File: config.mk
export PLATFORM = sky130hd
export DESIGN_NAME = sci_rx_status
export DESIGN_NICKNAME = d
export VERILOG_FILES = /design/src/rtl/sci_rx_pkg.sv /design/src/rtl/rx_link_if.sv /design/src/rtl/sci_rx_status.sv /design/src/rtl/rx_slot_gen.sv
export SDC_FILE = /design/constraint.sdc
export NUM_CORES = 1
export LEC_CHECK = 0
export BUFFER_PORTS_ARGS = -buffer_cell sky130_fd_sc_hd__buf_2
export CORE_MARGIN = 2
export CORE_UTILIZATION = 45
export CTS_CLUSTER_DIAMETER = 120
export DETAILED_ROUTE_END_ITERATION = 10
export GPL_TIMING_DRIVEN = 0
export PLACE_DENSITY_LB_ADDON = 0.15
export SETUP_SLACK_MARGIN = 0.15
export SLEW_MARGIN = 5
export SYNTH_ARGS = -nofsm -noshare
export SYNTH_HDL_FRONTEND = slang
export SYNTH_SLANG_ARGS = --single-unit
File: constraint.sdc
create_clock -name pclk -period 3.9 [get_ports pclk]
set_input_delay 0.195 -clock pclk [delete_from_list [all_inputs] [get_ports pclk]]
set_output_delay 0.195 -clock pclk [all_outputs]
set_load 0.005 [all_outputs]
File: src/rtl/sci_rx_pkg.sv
// constants, register map and types of the serial receiver status block
//
// Contract
// - no logic 1 at the stop bit position sets the framing error flag
// - framing error flag rises in the same cycle as receive-buffer-full
// - a break character without stop bit also sets framing error
// - one bad stop sample flags noise, more than one flags framing error
// - sample clock resynchronises on each valid falling edge inside a character
// - stop sampled after 9 or 10 bit times of 16 slots plus 10 slots
// - standby bit puts receiver in standby and suppresses receiver interrupts
// - address mark wakeup: msb of 1 clears standby, sets buffer-full
// - idle wakeup: idle character clears standby, sets no idle or full flag
// - idle count start bit picks counting after start or after stop
// - buffer-full sets on data transfer, gated by its enable to interrupt
// - idle flag after 10 or 11 ones, gated by idle enable
// - overrun keeps old character, drops new, gated to error interrupt
// - noise in start, data or stop bits sets noise flag, gated enable
// - framing error raises error interrupt only with its enable set
// - parity failure sets parity flag, gated to error interrupt
// - wait mode keeps running, registers closed, enabled request ends wait
// - stop mode halts operation, keeps registers, resumes afterwards
// - break clear enable set: flags may clear in break and stay cleared
// - break clear enable clear: accesses in break leave status untouched
// - second clearing step after the break clears a pre-armed flag
// - sample clock runs sixteen slots per bit time
// - stop samples at slots 8, 9, 10 decide framing and noise
package sci_rx_pkg;

  // ==========================================================================
  // register map
  localparam logic [7:0] OFF_CTRL1  = 8'h00;
  localparam logic [7:0] OFF_CTRL2  = 8'h04;
  localparam logic [7:0] OFF_CTRL3  = 8'h08;
  localparam logic [7:0] OFF_STAT1  = 8'h0c;
  localparam logic [7:0] OFF_DATA   = 8'h10;
  localparam logic [7:0] OFF_BRKCTL = 8'h14;
  localparam logic [7:0] OFF_BAUD   = 8'h18;

  // ==========================================================================
  // field positions
  localparam int unsigned C1_NINE = 0;
  localparam int unsigned C1_WAKE = 1;
  localparam int unsigned C1_IDLE_COUNT_START_BIT = 2;
  localparam int unsigned C1_PEN  = 3;
  localparam int unsigned C1_PTY  = 4;
  localparam int unsigned C2_RE   = 0;
  localparam int unsigned C2_RWU  = 1;
  localparam int unsigned C2_RIE  = 2;
  localparam int unsigned C2_IDLE_IRQ_ENABLE = 3;
  localparam int unsigned C3_OVERRUN_IRQ_ENABLE = 0;
  localparam int unsigned C3_NOISE_IRQ_ENABLE = 1;
  localparam int unsigned C3_FRAMING_IRQ_ENABLE = 2;
  localparam int unsigned C3_PARITY_IRQ_ENABLE = 3;
  localparam int unsigned C3_R8   = 7;
  localparam int unsigned S1_PE   = 0;
  localparam int unsigned S1_FE   = 1;
  localparam int unsigned S1_NF   = 2;
  localparam int unsigned S1_OR   = 3;
  localparam int unsigned S1_IDLE = 4;
  localparam int unsigned S1_FULL = 5;
  localparam int unsigned BK_BCE  = 0;

  // ==========================================================================
  // reset values
  localparam logic [4:0]  CTRL1_RST  = 5'h00;
  localparam logic [3:0]  CTRL2_RST  = 4'h0;
  localparam logic [3:0]  CTRL3_RST  = 4'h0;
  localparam logic [15:0] BAUD_RST   = 16'h006c;

  // ==========================================================================
  // sample slot timing
  localparam logic [4:0] RT_FIRST  = 5'd1;
  localparam logic [4:0] RT_AFTER1 = 5'd2;
  localparam logic [4:0] RT_S3     = 5'd3;
  localparam logic [4:0] RT_S5     = 5'd5;
  localparam logic [4:0] RT_S7     = 5'd7;
  localparam logic [4:0] RT_S8     = 5'd8;
  localparam logic [4:0] RT_S9     = 5'd9;
  localparam logic [4:0] RT_S10    = 5'd10;
  localparam logic [4:0] RT_LATE   = 5'd11;
  localparam logic [4:0] RT_LAST   = 5'd16;
  localparam logic [8:0] IDLE_TICKS_8 = 9'd160;
  localparam logic [8:0] IDLE_TICKS_9 = 9'd176;

  typedef enum logic [2:0] {
    ST_HUNT  = 3'b001,
    ST_START = 3'b010,
    ST_SHIFT = 3'b100
  } rx_state_e;

endpackage

File: src/rtl/rx_link_if.sv
// carrier between the receive core and its slot clock and idle detector
`timescale 1ns/1ps
interface rx_link_if;
  logic [15:0] baud_div;
  logic        halt;
  logic        nine_bit;
  logic        idle_count_start_bit;
  logic        busy;
  logic        rx_level;
  logic        tick;
  logic        idle_det;

  modport gen  (input baud_div, halt, nine_bit, idle_count_start_bit, busy, rx_level,
                output tick, idle_det);
  modport core (output baud_div, halt, nine_bit, idle_count_start_bit, busy, rx_level,
                input tick, idle_det);
endinterface

File: src/rtl/sci_rx_status.sv
// serial receiver with status flags, standby wakeup and apb registers
//
// Added by the designer: the address map and register access over APB.
`timescale 1ns/1ps
module sci_rx_status (
  input  wire logic        pclk,
  input  wire logic        presetn,
  input  wire logic        psel,
  input  wire logic        penable,
  input  wire logic        pwrite,
  input  wire logic [7:0]  paddr,
  input  wire logic [31:0] pwdata,
  output logic [31:0]      prdata,
  output logic             pready,
  output logic             pslverr,
  input  wire logic        rxd,
  input  wire logic        break_state,
  input  wire logic        wait_mode,
  input  wire logic        stop_mode,
  output logic             rx_irq,
  output logic             err_irq,
  output logic             wait_wakeup
);

  rx_link_if lnk ();

  // ==========================================================================
  // registers and state
  logic [4:0]  ctrl1_q;
  logic [3:0]  ctrl2_q;
  logic [3:0]  ctrl3_q;
  logic        r8_q;
  logic        bce_q;
  logic [15:0] baud_q;
  logic [7:0]  data_q;
  logic [5:0]  stat_q;
  logic [5:0]  arm_q;
  logic [31:0] prdata_q;
  logic        pready_q;
  logic        pslverr_q;
  logic        rx_irq_q;
  logic        err_irq_q;
  logic        wake_q;

  sci_rx_pkg::rx_state_e state_q;
  logic        rx_q;
  logic [2:0]  hist_q;
  logic [4:0]  rt_q;
  logic [1:0]  samp_q;
  logic [3:0]  bit_idx_q;
  logic [8:0]  shreg_q;
  logic        last_bit_q;
  logic        nz_q;
  logic        done_q;
  logic [8:0]  cdata_q;
  logic        cfe_q;
  logic        cnf_q;
  logic        cpe_q;

  logic        acc;
  logic        wr;
  logic        rd;
  logic        clr_ok;
  logic [5:0]  clr;
  logic        maj;
  logic        dis;
  logic [3:0]  nb;
  logic [8:0]  frame;
  logic        msb;
  logic        receiver_standby_bit;
  logic        wake_mark;
  logic        take;
  logic        load;
  logic        ovr;
  logic        idle_wake;
  logic        idle_set;
  logic        mapped;
  logic [31:0] rdval;
  logic        rx_req;
  logic        err_req;

  assign prdata      = prdata_q;
  assign pready      = pready_q;
  assign pslverr     = pslverr_q;
  assign rx_irq      = rx_irq_q;
  assign err_irq     = err_irq_q;
  assign wait_wakeup = wake_q;

  assign lnk.baud_div = baud_q;
  assign lnk.halt     = stop_mode | ~ctrl2_q[sci_rx_pkg::C2_RE];
  assign lnk.nine_bit = ctrl1_q[sci_rx_pkg::C1_NINE];
  assign lnk.idle_count_start_bit     = ctrl1_q[sci_rx_pkg::C1_IDLE_COUNT_START_BIT];
  assign lnk.busy     = (state_q != sci_rx_pkg::ST_HUNT);
  assign lnk.rx_level = rx_q;

  rx_slot_gen u_slot (
    .pclk    (pclk),
    .presetn (presetn),
    .lnk     (lnk)
  );

  // ==========================================================================
  // apb decode
  assign acc    = psel & penable & pready_q;
  assign wr     = acc & pwrite & ~pslverr_q;
  assign rd     = acc & ~pwrite & ~pslverr_q;
  assign mapped = (paddr == sci_rx_pkg::OFF_CTRL1) | (paddr == sci_rx_pkg::OFF_CTRL2) |
                  (paddr == sci_rx_pkg::OFF_CTRL3) | (paddr == sci_rx_pkg::OFF_STAT1) |
                  (paddr == sci_rx_pkg::OFF_DATA)  | (paddr == sci_rx_pkg::OFF_BRKCTL) |
                  (paddr == sci_rx_pkg::OFF_BAUD);

  always_comb begin
    rdval = 32'h0000_0000;
    case (paddr)
      sci_rx_pkg::OFF_CTRL1:  rdval[4:0] = ctrl1_q;
      sci_rx_pkg::OFF_CTRL2:  rdval[3:0] = ctrl2_q;
      sci_rx_pkg::OFF_CTRL3:  rdval[7:0] = {r8_q, 3'b000, ctrl3_q};
      sci_rx_pkg::OFF_STAT1:  rdval[5:0] = stat_q;
      sci_rx_pkg::OFF_DATA:   rdval[7:0] = data_q;
      sci_rx_pkg::OFF_BRKCTL: rdval[0]   = bce_q;
      sci_rx_pkg::OFF_BAUD:   rdval[15:0] = baud_q;
      default:                rdval = 32'h0000_0000;
    endcase
  end

  // registers closed in wait mode: access answered with an error
  always_ff @(posedge pclk or negedge presetn) begin
    if (!presetn) begin
      pready_q  <= 1'b0;
      pslverr_q <= 1'b0;
      prdata_q  <= 32'h0000_0000;
    end else begin
      pready_q  <= psel & ~penable;
      pslverr_q <= psel & ~penable & (wait_mode | ~mapped);
      if (psel & ~penable & ~pwrite & ~wait_mode) begin
        prdata_q <= rdval;
      end else if (acc) begin
        prdata_q <= 32'h0000_0000;
      end
    end
  end

  // ==========================================================================
  // control registers
  always_ff @(posedge pclk or negedge presetn) begin
    if (!presetn) begin
      ctrl1_q <= sci_rx_pkg::CTRL1_RST;
      ctrl3_q <= sci_rx_pkg::CTRL3_RST;
      bce_q   <= 1'b0;
      baud_q  <= sci_rx_pkg::BAUD_RST;
    end else if (wr) begin
      if (paddr == sci_rx_pkg::OFF_CTRL1)  ctrl1_q <= pwdata[4:0];
      if (paddr == sci_rx_pkg::OFF_CTRL3)  ctrl3_q <= pwdata[3:0];
      if (paddr == sci_rx_pkg::OFF_BRKCTL) bce_q   <= pwdata[sci_rx_pkg::BK_BCE];
      if (paddr == sci_rx_pkg::OFF_BAUD)   baud_q  <= pwdata[15:0];
    end
  end

  // standby bit: software write wins, so a mismatched address re-enters standby
  always_ff @(posedge pclk or negedge presetn) begin
    if (!presetn) begin
      ctrl2_q <= sci_rx_pkg::CTRL2_RST;
    end else if (wr && paddr == sci_rx_pkg::OFF_CTRL2) begin
      ctrl2_q <= pwdata[3:0];
    end else if (wake_mark | idle_wake) begin
      ctrl2_q[sci_rx_pkg::C2_RWU] <= 1'b0;
    end
  end

  // ==========================================================================
  // receive engine: slot counter, start check, bit recovery
  assign nb  = ctrl1_q[sci_rx_pkg::C1_NINE] ? 4'd9 : 4'd8;
  assign maj = (samp_q[1] & samp_q[0]) | (samp_q[1] & rx_q) | (samp_q[0] & rx_q);
  assign dis = ~((samp_q[1] & samp_q[0] & rx_q) | ~(samp_q[1] | samp_q[0] | rx_q));

  always_ff @(posedge pclk or negedge presetn) begin
    if (!presetn) begin
      rx_q <= 1'b1;
    end else begin
      rx_q <= rxd;
    end
  end

  always_ff @(posedge pclk or negedge presetn) begin
    if (!presetn) begin
      state_q    <= sci_rx_pkg::ST_HUNT;
      hist_q     <= 3'b000;
      rt_q       <= sci_rx_pkg::RT_FIRST;
      samp_q     <= 2'b00;
      bit_idx_q  <= 4'h0;
      shreg_q    <= 9'h000;
      last_bit_q <= 1'b0;
      nz_q       <= 1'b0;
    end else if (!ctrl2_q[sci_rx_pkg::C2_RE]) begin
      state_q <= sci_rx_pkg::ST_HUNT;
      hist_q  <= 3'b000;
    end else if (lnk.tick) begin
      hist_q <= {hist_q[1:0], rx_q};
      if (rt_q == sci_rx_pkg::RT_S3 || rt_q == sci_rx_pkg::RT_S5 ||
          rt_q == sci_rx_pkg::RT_S8 || rt_q == sci_rx_pkg::RT_S9) begin
        samp_q <= {samp_q[0], rx_q};
      end
      case (state_q)
        sci_rx_pkg::ST_HUNT: begin
          if (!rx_q && hist_q == 3'b111) begin
            state_q <= sci_rx_pkg::ST_START;
            rt_q    <= sci_rx_pkg::RT_AFTER1;
            nz_q    <= 1'b0;
          end
        end
        sci_rx_pkg::ST_START: begin
          rt_q <= rt_q + 5'd1;
          if (rt_q == sci_rx_pkg::RT_S7) begin
            if (maj) begin
              state_q <= sci_rx_pkg::ST_HUNT;
            end else if (samp_q[1] | samp_q[0] | rx_q) begin
              nz_q <= 1'b1;
            end
          end
          if (rt_q == sci_rx_pkg::RT_S10 && (samp_q[1] | samp_q[0] | rx_q)) begin
            nz_q <= 1'b1;
          end
          if (rt_q == sci_rx_pkg::RT_LAST) begin
            state_q    <= sci_rx_pkg::ST_SHIFT;
            rt_q       <= sci_rx_pkg::RT_FIRST;
            bit_idx_q  <= 4'h0;
            last_bit_q <= 1'b0;
          end
        end
        sci_rx_pkg::ST_SHIFT: begin
          if (last_bit_q && hist_q[0] && !rx_q &&
              (rt_q >= sci_rx_pkg::RT_LATE || rt_q <= sci_rx_pkg::RT_S5)) begin
            rt_q <= sci_rx_pkg::RT_AFTER1;
          end else if (rt_q == sci_rx_pkg::RT_LAST) begin
            rt_q <= sci_rx_pkg::RT_FIRST;
          end else begin
            rt_q <= rt_q + 5'd1;
          end
          if (rt_q == sci_rx_pkg::RT_S10) begin
            if (dis) nz_q <= 1'b1;
            last_bit_q <= maj;
            if (bit_idx_q < nb) begin
              shreg_q   <= {maj, shreg_q[8:1]};
              bit_idx_q <= bit_idx_q + 4'h1;
            end else begin
              state_q <= sci_rx_pkg::ST_HUNT;
            end
          end
        end
        default: state_q <= sci_rx_pkg::ST_HUNT;
      endcase
    end
  end

  // ==========================================================================
  // character completion, decided on the stop bit samples
  assign frame = ctrl1_q[sci_rx_pkg::C1_NINE] ? shreg_q : {1'b0, shreg_q[8:1]};

  always_ff @(posedge pclk or negedge presetn) begin
    if (!presetn) begin
      done_q  <= 1'b0;
      cdata_q <= 9'h000;
      cfe_q   <= 1'b0;
      cnf_q   <= 1'b0;
      cpe_q   <= 1'b0;
    end else begin
      done_q <= 1'b0;
      if (ctrl2_q[sci_rx_pkg::C2_RE] && lnk.tick && state_q == sci_rx_pkg::ST_SHIFT &&
          rt_q == sci_rx_pkg::RT_S10 && bit_idx_q == nb) begin
        done_q  <= 1'b1;
        cdata_q <= frame;
        cfe_q   <= ~maj;
        cnf_q   <= nz_q | dis;
        cpe_q   <= ctrl1_q[sci_rx_pkg::C1_PEN] &
                   ((^frame) ^ ctrl1_q[sci_rx_pkg::C1_PTY]);
      end
    end
  end

  // ==========================================================================
  // flag set and two-step clear, guarded in the break state
  assign receiver_standby_bit       = ctrl2_q[sci_rx_pkg::C2_RWU];
  assign msb       = ctrl1_q[sci_rx_pkg::C1_NINE] ? cdata_q[8] : cdata_q[7];
  assign wake_mark = done_q & receiver_standby_bit & ctrl1_q[sci_rx_pkg::C1_WAKE] & msb;
  assign take      = done_q & (~receiver_standby_bit | wake_mark);
  assign clr_ok    = ~break_state | bce_q;
  assign clr       = (rd && paddr == sci_rx_pkg::OFF_DATA && clr_ok) ? arm_q : 6'b000000;
  assign load      = take & ~(stat_q[sci_rx_pkg::S1_FULL] & ~clr[sci_rx_pkg::S1_FULL]);
  assign ovr       = take & stat_q[sci_rx_pkg::S1_FULL] & ~clr[sci_rx_pkg::S1_FULL];
  assign idle_wake = lnk.idle_det & receiver_standby_bit & ~ctrl1_q[sci_rx_pkg::C1_WAKE];
  assign idle_set  = lnk.idle_det & ~receiver_standby_bit;

  // first step: status read arms the flags it saw set
  always_ff @(posedge pclk or negedge presetn) begin
    if (!presetn) begin
      arm_q <= 6'b000000;
    end else if (rd && paddr == sci_rx_pkg::OFF_STAT1 && clr_ok) begin
      arm_q <= stat_q;
    end else if (rd && paddr == sci_rx_pkg::OFF_DATA && clr_ok) begin
      arm_q <= 6'b000000;
    end
  end

  // a new event in the clearing cycle wins over the clear
  always_ff @(posedge pclk or negedge presetn) begin
    if (!presetn) begin
      stat_q <= 6'b000000;
    end else begin
      stat_q[sci_rx_pkg::S1_FULL] <= load | (stat_q[sci_rx_pkg::S1_FULL] &
                                     ~clr[sci_rx_pkg::S1_FULL]);
      stat_q[sci_rx_pkg::S1_FE]   <= (load & cfe_q) | (stat_q[sci_rx_pkg::S1_FE] &
                                     ~clr[sci_rx_pkg::S1_FE]);
      stat_q[sci_rx_pkg::S1_NF]   <= (load & cnf_q) | (stat_q[sci_rx_pkg::S1_NF] &
                                     ~clr[sci_rx_pkg::S1_NF]);
      stat_q[sci_rx_pkg::S1_PE]   <= (load & cpe_q) | (stat_q[sci_rx_pkg::S1_PE] &
                                     ~clr[sci_rx_pkg::S1_PE]);
      stat_q[sci_rx_pkg::S1_OR]   <= ovr | (stat_q[sci_rx_pkg::S1_OR] &
                                     ~clr[sci_rx_pkg::S1_OR]);
      stat_q[sci_rx_pkg::S1_IDLE] <= idle_set | (stat_q[sci_rx_pkg::S1_IDLE] &
                                     ~clr[sci_rx_pkg::S1_IDLE]);
    end
  end

  // old character kept on overrun
  always_ff @(posedge pclk or negedge presetn) begin
    if (!presetn) begin
      data_q <= 8'h00;
      r8_q   <= 1'b0;
    end else if (load) begin
      data_q <= cdata_q[7:0];
      r8_q   <= msb;
    end
  end

  // ==========================================================================
  // interrupt requests and wait exit
  assign rx_req  = ~receiver_standby_bit & ((stat_q[sci_rx_pkg::S1_FULL] & ctrl2_q[sci_rx_pkg::C2_RIE]) |
                           (stat_q[sci_rx_pkg::S1_IDLE] & ctrl2_q[sci_rx_pkg::C2_IDLE_IRQ_ENABLE]));
  assign err_req = (stat_q[sci_rx_pkg::S1_OR] & ctrl3_q[sci_rx_pkg::C3_OVERRUN_IRQ_ENABLE]) |
                   (stat_q[sci_rx_pkg::S1_NF] & ctrl3_q[sci_rx_pkg::C3_NOISE_IRQ_ENABLE]) |
                   (stat_q[sci_rx_pkg::S1_FE] & ctrl3_q[sci_rx_pkg::C3_FRAMING_IRQ_ENABLE]) |
                   (stat_q[sci_rx_pkg::S1_PE] & ctrl3_q[sci_rx_pkg::C3_PARITY_IRQ_ENABLE]);

  always_ff @(posedge pclk or negedge presetn) begin
    if (!presetn) begin
      rx_irq_q  <= 1'b0;
      err_irq_q <= 1'b0;
      wake_q    <= 1'b0;
    end else begin
      rx_irq_q  <= rx_req;
      err_irq_q <= err_req;
      wake_q    <= wait_mode & (rx_req | err_req);
    end
  end

endmodule

File: src/rtl/rx_slot_gen.sv
// sample slot tick generator and idle line detector
`timescale 1ns/1ps
module rx_slot_gen (
  input  wire logic pclk,
  input  wire logic presetn,
  rx_link_if.gen    lnk
);

  logic [15:0] div_q;
  logic        tick_q;
  logic [8:0]  idle_cnt_q;
  logic        idle_arm_q;
  logic        idle_q;
  logic [8:0]  idle_lim;

  assign lnk.tick     = tick_q;
  assign lnk.idle_det = idle_q;
  assign idle_lim = lnk.nine_bit ? sci_rx_pkg::IDLE_TICKS_9 : sci_rx_pkg::IDLE_TICKS_8;

  // ==========================================================================
  // slot tick, held in stop mode so counts resume where they were
  always_ff @(posedge pclk or negedge presetn) begin
    if (!presetn) begin
      div_q  <= 16'h0000;
      tick_q <= 1'b0;
    end else if (lnk.halt) begin
      tick_q <= 1'b0;
    end else if (div_q >= lnk.baud_div - 16'h0001) begin
      div_q  <= 16'h0000;
      tick_q <= 1'b1;
    end else begin
      div_q  <= div_q + 16'h0001;
      tick_q <= 1'b0;
    end
  end

  // ==========================================================================
  // idle line: ones counted per slot, one pulse per idle stretch
  always_ff @(posedge pclk or negedge presetn) begin
    if (!presetn) begin
      idle_cnt_q <= 9'h000;
      idle_arm_q <= 1'b1;
      idle_q     <= 1'b0;
    end else begin
      idle_q <= 1'b0;
      if (tick_q) begin
        if (!lnk.rx_level) begin
          idle_cnt_q <= 9'h000;
          idle_arm_q <= 1'b1;
        end else if (lnk.idle_count_start_bit && lnk.busy) begin
          idle_cnt_q <= 9'h000;
        end else if (idle_cnt_q < idle_lim) begin
          idle_cnt_q <= idle_cnt_q + 9'h001;
          if (idle_cnt_q == idle_lim - 9'h001 && idle_arm_q) begin
            idle_q     <= 1'b1;
            idle_arm_q <= 1'b0;
          end
        end
      end
    end
  end

endmodule

Yosys cells after proc, flatten, opt, wreduce, memory -nomap -nowiden --
Cells that the tools add are included. W data, S select, Z words.
Cells by class: bitwise gates (word level) 90, reduce and logical (&&, ||, !) cells 41, magnitude comparators 5, add/sub/neg operators 6, mux-type cells 63, equality and inequality tests 38
Operators with widths (count):
- $mux W32 | 2
- $and A1 B1 Y1 | 42
- $mux W9 | 4
- $mux W3 | 10
- $or A1 B1 Y1 | 28
- $mux W1 | 25
- $eq A8 B5 Y1 const B | 3
- $mux W5 | 4
- $not A1 Y1 | 19
- $mux W6 | 3
- $ne A3 B3 Y1 const B | 6
- $pmux W3 S6 | 1
- $add A16 B1 Y16 const B | 1
- $eq A8 B4 Y1 const B | 2
- $ge A16 B16 Y1 | 1
- $logic_and A1 B1 Y1 | 16
- $mux W16 | 1
- $sub A16 B1 Y16 const B | 1
- $eq A5 B4 Y1 const B | 3
- $pmux W5 S3 | 1
- $mux W4 | 3
- $ne A2 B2 Y1 const B | 6
- $reduce_and A6 Y1 | 2
- $eq A5 B3 Y1 const B | 2
- other kinds (39) | 57
Word-level totals: output and inout port bits 37, flip-flop bits (word level) 158, word-level logic and storage cells 278

Depth between registers and ports, before layout --
depth in word-level cells 13, mapped depth 13, mapped depth without buffers 12

Modules after synthesis --
Synthesis repeated with hierarchy kept, for this count alone.
Second synthesis, totals: cells, all modules 714, area, all modules 7748.7 um^2
By module, submodules not included:
- sci_rx_status | times used 1, area each 5625.4 um^2, cells an instance 488
- rx_slot_gen | times used 1, area each 2123.3 um^2, cells an instance 226

Least setup slack after synthesis --
No wires, ideal clock.
path type reg2reg, start register baud_q[7], end register u_slot.div_q[10], arrival time 3.149 ns, stages on the path, launching flop included 12, clock period less this slack 3.286 ns, setup slack 0.614 ns, cells stage by stage dfrtp_1 -> or4_4 -> or4_4 -> nor3b_1 -> xnor2_1 -> ha_1 -> nand4_1 -> nor2_1 -> o2111ai_1 -> o21ai_1 -> clkbuf_1 -> a21oi_1
On the way: word-level cells in the longest chain between the ends 3
Ends and longest elaborated chain:
- start, declared | line sci_rx_status.sv:34 | logic [15:0] baud_q;
- start signal, assigned | line sci_rx_status.sv:150 | baud_q <= sci_rx_pkg::BAUD_RST;
- start signal, assigned | line sci_rx_status.sv:155 | if (paddr == sci_rx_pkg::OFF_BAUD) baud_q <= pwdata[15:0];
- $sub A16 B1 Y16 | line rx_slot_gen.sv:28 | end else if (div_q >= lnk.baud_div - 16'h0001) begin
- $ge A16 B16 Y1 | line rx_slot_gen.sv:28
- $mux W16 | line rx_slot_gen.sv:28
- end signal, assigned | line rx_slot_gen.sv:32 | div_q <= div_q + 16'h0001;
- end, declared | line rx_slot_gen.sv:9 | logic [15:0] div_q;
Every way passes these cells. A chain may end at the register's enable or synchronous reset.

Worst setup path in the final report --
start register baud_q[7], end register u_slot.div_q[11]
Same word-level chain as after synthesis.

==> summary.txt <==
Detailed routing
  – Vias per Instance: 5.49
  – Detail Route Antenna Nets: 0
  – Routed wire length: 17100 um
  – DRC viols: 0
  – Initial DRC count: around 370
  – Post-DR wirelength/cell: between 15 and 20 um
  – 1st-pass router iterations: 7
  – Total vias in the final route: slightly below 6000

Die
  – Die height: 134 um
  – Die area: approximately 18000 um2
  – Die Wd: 134 um
  – Number of I/O pins: 86
  – Core Area: around 17000 um2
  – Initial Util: 46.0%
  – Core Rows: 47

Global route
  – Overall Global Routing Usage: 19.9%
  – Gr busiest metal: met2
  – Vias in the first global route: 5578
  – Pin count of the biggest net entering global routing: 97
  – GR Layer Usage met1: 27.7%
  – Total grt overflow: 0
  – Global-route wire length before repair: 28300 um
  – Met3 usage: 3.59%
  – Initial antenna violation count: 0
  – Met2 GRT Util: 31.1%

Critical path
  – Crit start category: register
  – Critical Path RT: 4.18 ns
  – Worst Reg-to-Reg Cells: 11
  – WP data arrival: 3.72 ns
  – Reg2reg setup slack: 0.46 ns
  – Reg2reg end: u_slot.div_q[11]
  – R2r startpoint: baud_q[7]
  – Crit Path Class: reg -> reg
  – CP Max Fanout: 10
  – Worst setup EP type: register

STA
  – # setup viols final: 0
  – Max frequency: about 290 MHz
  – Final period util: about nine tenths
  – WHS: 0.0204 ns
  – Final Hold Vio Count: 0
  – Setup TNS: 0 ns
  – Unrepaired setup endpoints after global routing: false
  – Worst slew pin tran: 0.971 ns
  – Clock Skew: 0.00776 ns
  – Minimum clock period: 3.44 ns
  – Max-slew violation total from the final report: 0
  – Slew HR: 34.7%

Hold path
  – Hold Path Class: in -> reg
  – Hold path cells: 2
  – Hold path endpoint: baud_q[10]
  – Worst Min Path Start: pwdata[10]

Synthesis
  – Synthesized instance count: 720
  – YS warnings: 0
  – Synth unique cells: 74
  – Number of synthesized flops with an enable pin: 0
  – Syn_area_per_cell: 10.6 um2
  – Post-synth ARST share: 100%
  – Synth Register Bits: 142
  – Sequential cell area fraction in the yosys report: between 40% and 50%
  – Post-Synthesis Cell Area: 7600 um2
  – Main synth FF type: dfrtp_1

Cells and area
  – Share of cells above drive strength 1: 22.8%
  – Final core occ: a little over half
  – Area growth, synth to finish: 17.9%
  – Most common cell after layout, fill and taps aside: dfrtp_1
  – Layout Cells excl Fill: 1050
  – Fin nets: 892
  – N_diodes: 0
  – Most frequent cells in the layout: 134 x dfrtp_1, 57 x nand2_1, 55 x buf_2, 43 x mux2_2, 39 x o21ai_0

Power and ir drop
  – Leakage power: 4.19 nW
  – Worst vdd ir: 0.000302 V
  – Switching Share: 21.8%
  – Clk pwr share: about half
  – Power Dens Cells: 367 nW/um2
  – Net Switching: roughly 0.0007 W
  – Sequential power share: about 45%
  – Pint: approximately 0.0026 W
  – Combinational Power Share: between 3 and 4%

Clocking
  – Root buf cell: clkbuf_16
  – CTS tree: yes
  – Clock Path Buffers: 2
  – Worst skew pair latency: 0.42 ns
  – Clock H-tree levels: 4
  – Clk sink count: roughly 140
  – Clock slew at reported path FFs: 0.06 ns
  – CTS buffer count: 17

Job
  – Total of max-cap violations: 0

Placement
  – Hpwl dp: around 12000 um
  – Port Buf Inserts: 53
  – GPL Wtd Cong: ~0.86
  – Placed insts: 1009

Run status
  – Outcome: completed
==> how the worst max path moves through the flow <==
stage                     slack, ns          endpoint       from
after floorplan                0.61  u_slot.div_q[10]  baud_q[7]
after global placement         0.18  u_slot.div_q[15]  baud_q[7]
after detailed placement       0.08  u_slot.div_q[11]  baud_q[7]
after CTS                      0.21   u_slot.div_q[8]  baud_q[7]
after global routing           0.24  u_slot.div_q[11]  baud_q[7]
final                          0.46  u_slot.div_q[11]  baud_q[7]
==> critical path, cell delays in order, from the launching register on <==
cell       delay (ns)
dfrtp_1          0.43
or4_4            0.57
or4_4            0.53
nor3b_1          0.27
xnor2_1          0.10
ha_1             0.29
nand4_1          0.16
nor2_1           0.16
o2111ai_1        0.21
o21ai_4          0.22
clkbuf_2         0.24
a21oi_1          0.10
==> metrics by stage <==
step / cell area, um2 / total power (W) / setup slack (ns)
final: 8960 / 0.00329 / 0.460
after global routing: 8960 / 0.00340 / 0.241
after CTS: 8910 / 0.00332 / 0.215
after detailed placement: 8230 / 0.00163 / 0.0786
after global placement: 8200 / 0.00162 / 0.185
after floorplan: 7660 / 0.00156 / 0.614
==> sequential cells by signal (all words and copies together) (netlist names), 2 cells and up <==
name               count
prdata                16
hist_q                 3
u_slot.idle_cnt_q      9
ctrl2_q                4
data_q                 8
ctrl1_q                5
samp_q                 2
baud_q                16
state_q                3
arm_q                  6
stat_q                 6
cdata_q                9
bit_idx_q              4
shreg_q                9
rt_q                   5
ctrl3_q                4
u_slot.div_q          16
==> Yosys cell counts (5+ instances only) <==
library cell | n | area share (%)
a21o_1 | 5 | 0.49
a22o_1 | 14 | 1.6
nor4_1 | 9 | 0.74
nand3_1 | 28 | 1.8
mux2_2 | 43 | 6.4
nor3_1 | 16 | 1.1
a211oi_1 | 8 | 0.79
xor2_1 | 16 | 1.8
nand2b_1 | 7 | 0.58
mux2i_1 | 17 | 2.2
nand4_1 | 12 | 0.99
ha_1 | 26 | 4.3
a31oi_1 | 8 | 0.66
nor2_1 | 32 | 1.6
buf_4 | 17 | 1.7
clkbuf_1 | 20 | 0.99
nand2_1 | 57 | 2.8
and2_1 | 9 | 0.74
a21oi_1 | 30 | 2.0
xnor2_1 | 24 | 2.8
and3_1 | 9 | 0.74
dfrtp_1 | 134 | 44
o21ai_0 | 39 | 2.6
mux2_4 | 9 | 1.8
dfstp_2 | 8 | 2.8
nor2b_1 | 9 | 0.74
inv_1 | 30 | 1.5
==> metal layers <==
layer / part of all wire, % / up-vias
met2: 47 / 140
met1: 48 / 2835
met3: 4.1 / 26
li1: - / 2765
met5: 0 / -
met4: 1.6 / 0
==> power groups by stage <==
stage | Sequential [W] | Combinational, W | Clock [W]
finish | 0.00148 | 0.000123 | 0.00169
global route | 0.00148 | 0.000139 | 0.00179
CTS | 0.00148 | 0.000123 | 0.00172
detailed placement | 0.00151 | 0.000119 | 0
global placement | 0.00151 | 0.000113 | 0
floorplan | 0.00151 | 0.0000515 | 0
==> what timing repair did <==
action / CTS / global route
resized for setup: 2 / 5
hold buffers: 5 / 1
endpoints found under the setup margin: 10 / 10
cloned: 0 / 0
pin swaps: 0 / 2
buffers inserted: 0 / 3
endpoints found under the hold margin: 47 / 1
==> cells by family after synthesis <==
family          synth area share, %
compound gates                 11.9
other cells                  0.0493
xor+xnor                       4.61
mux                            11.6
simple gates                   15.6
buf+inv                        4.94
flops                          46.9
fa+ha+maj                      4.41
==> layout make-up <==
type,instances,area [um2]
fill,1456,7560
multi-input combinational,517,3750
sequential,142,3560
clock buffer,21,460
timing repair buffer,63,382
tap,220,275
buffer,45,260
clock inverter,11,155
inverter,31,116
No activity file was read; power rests on OpenSTA's default activity.
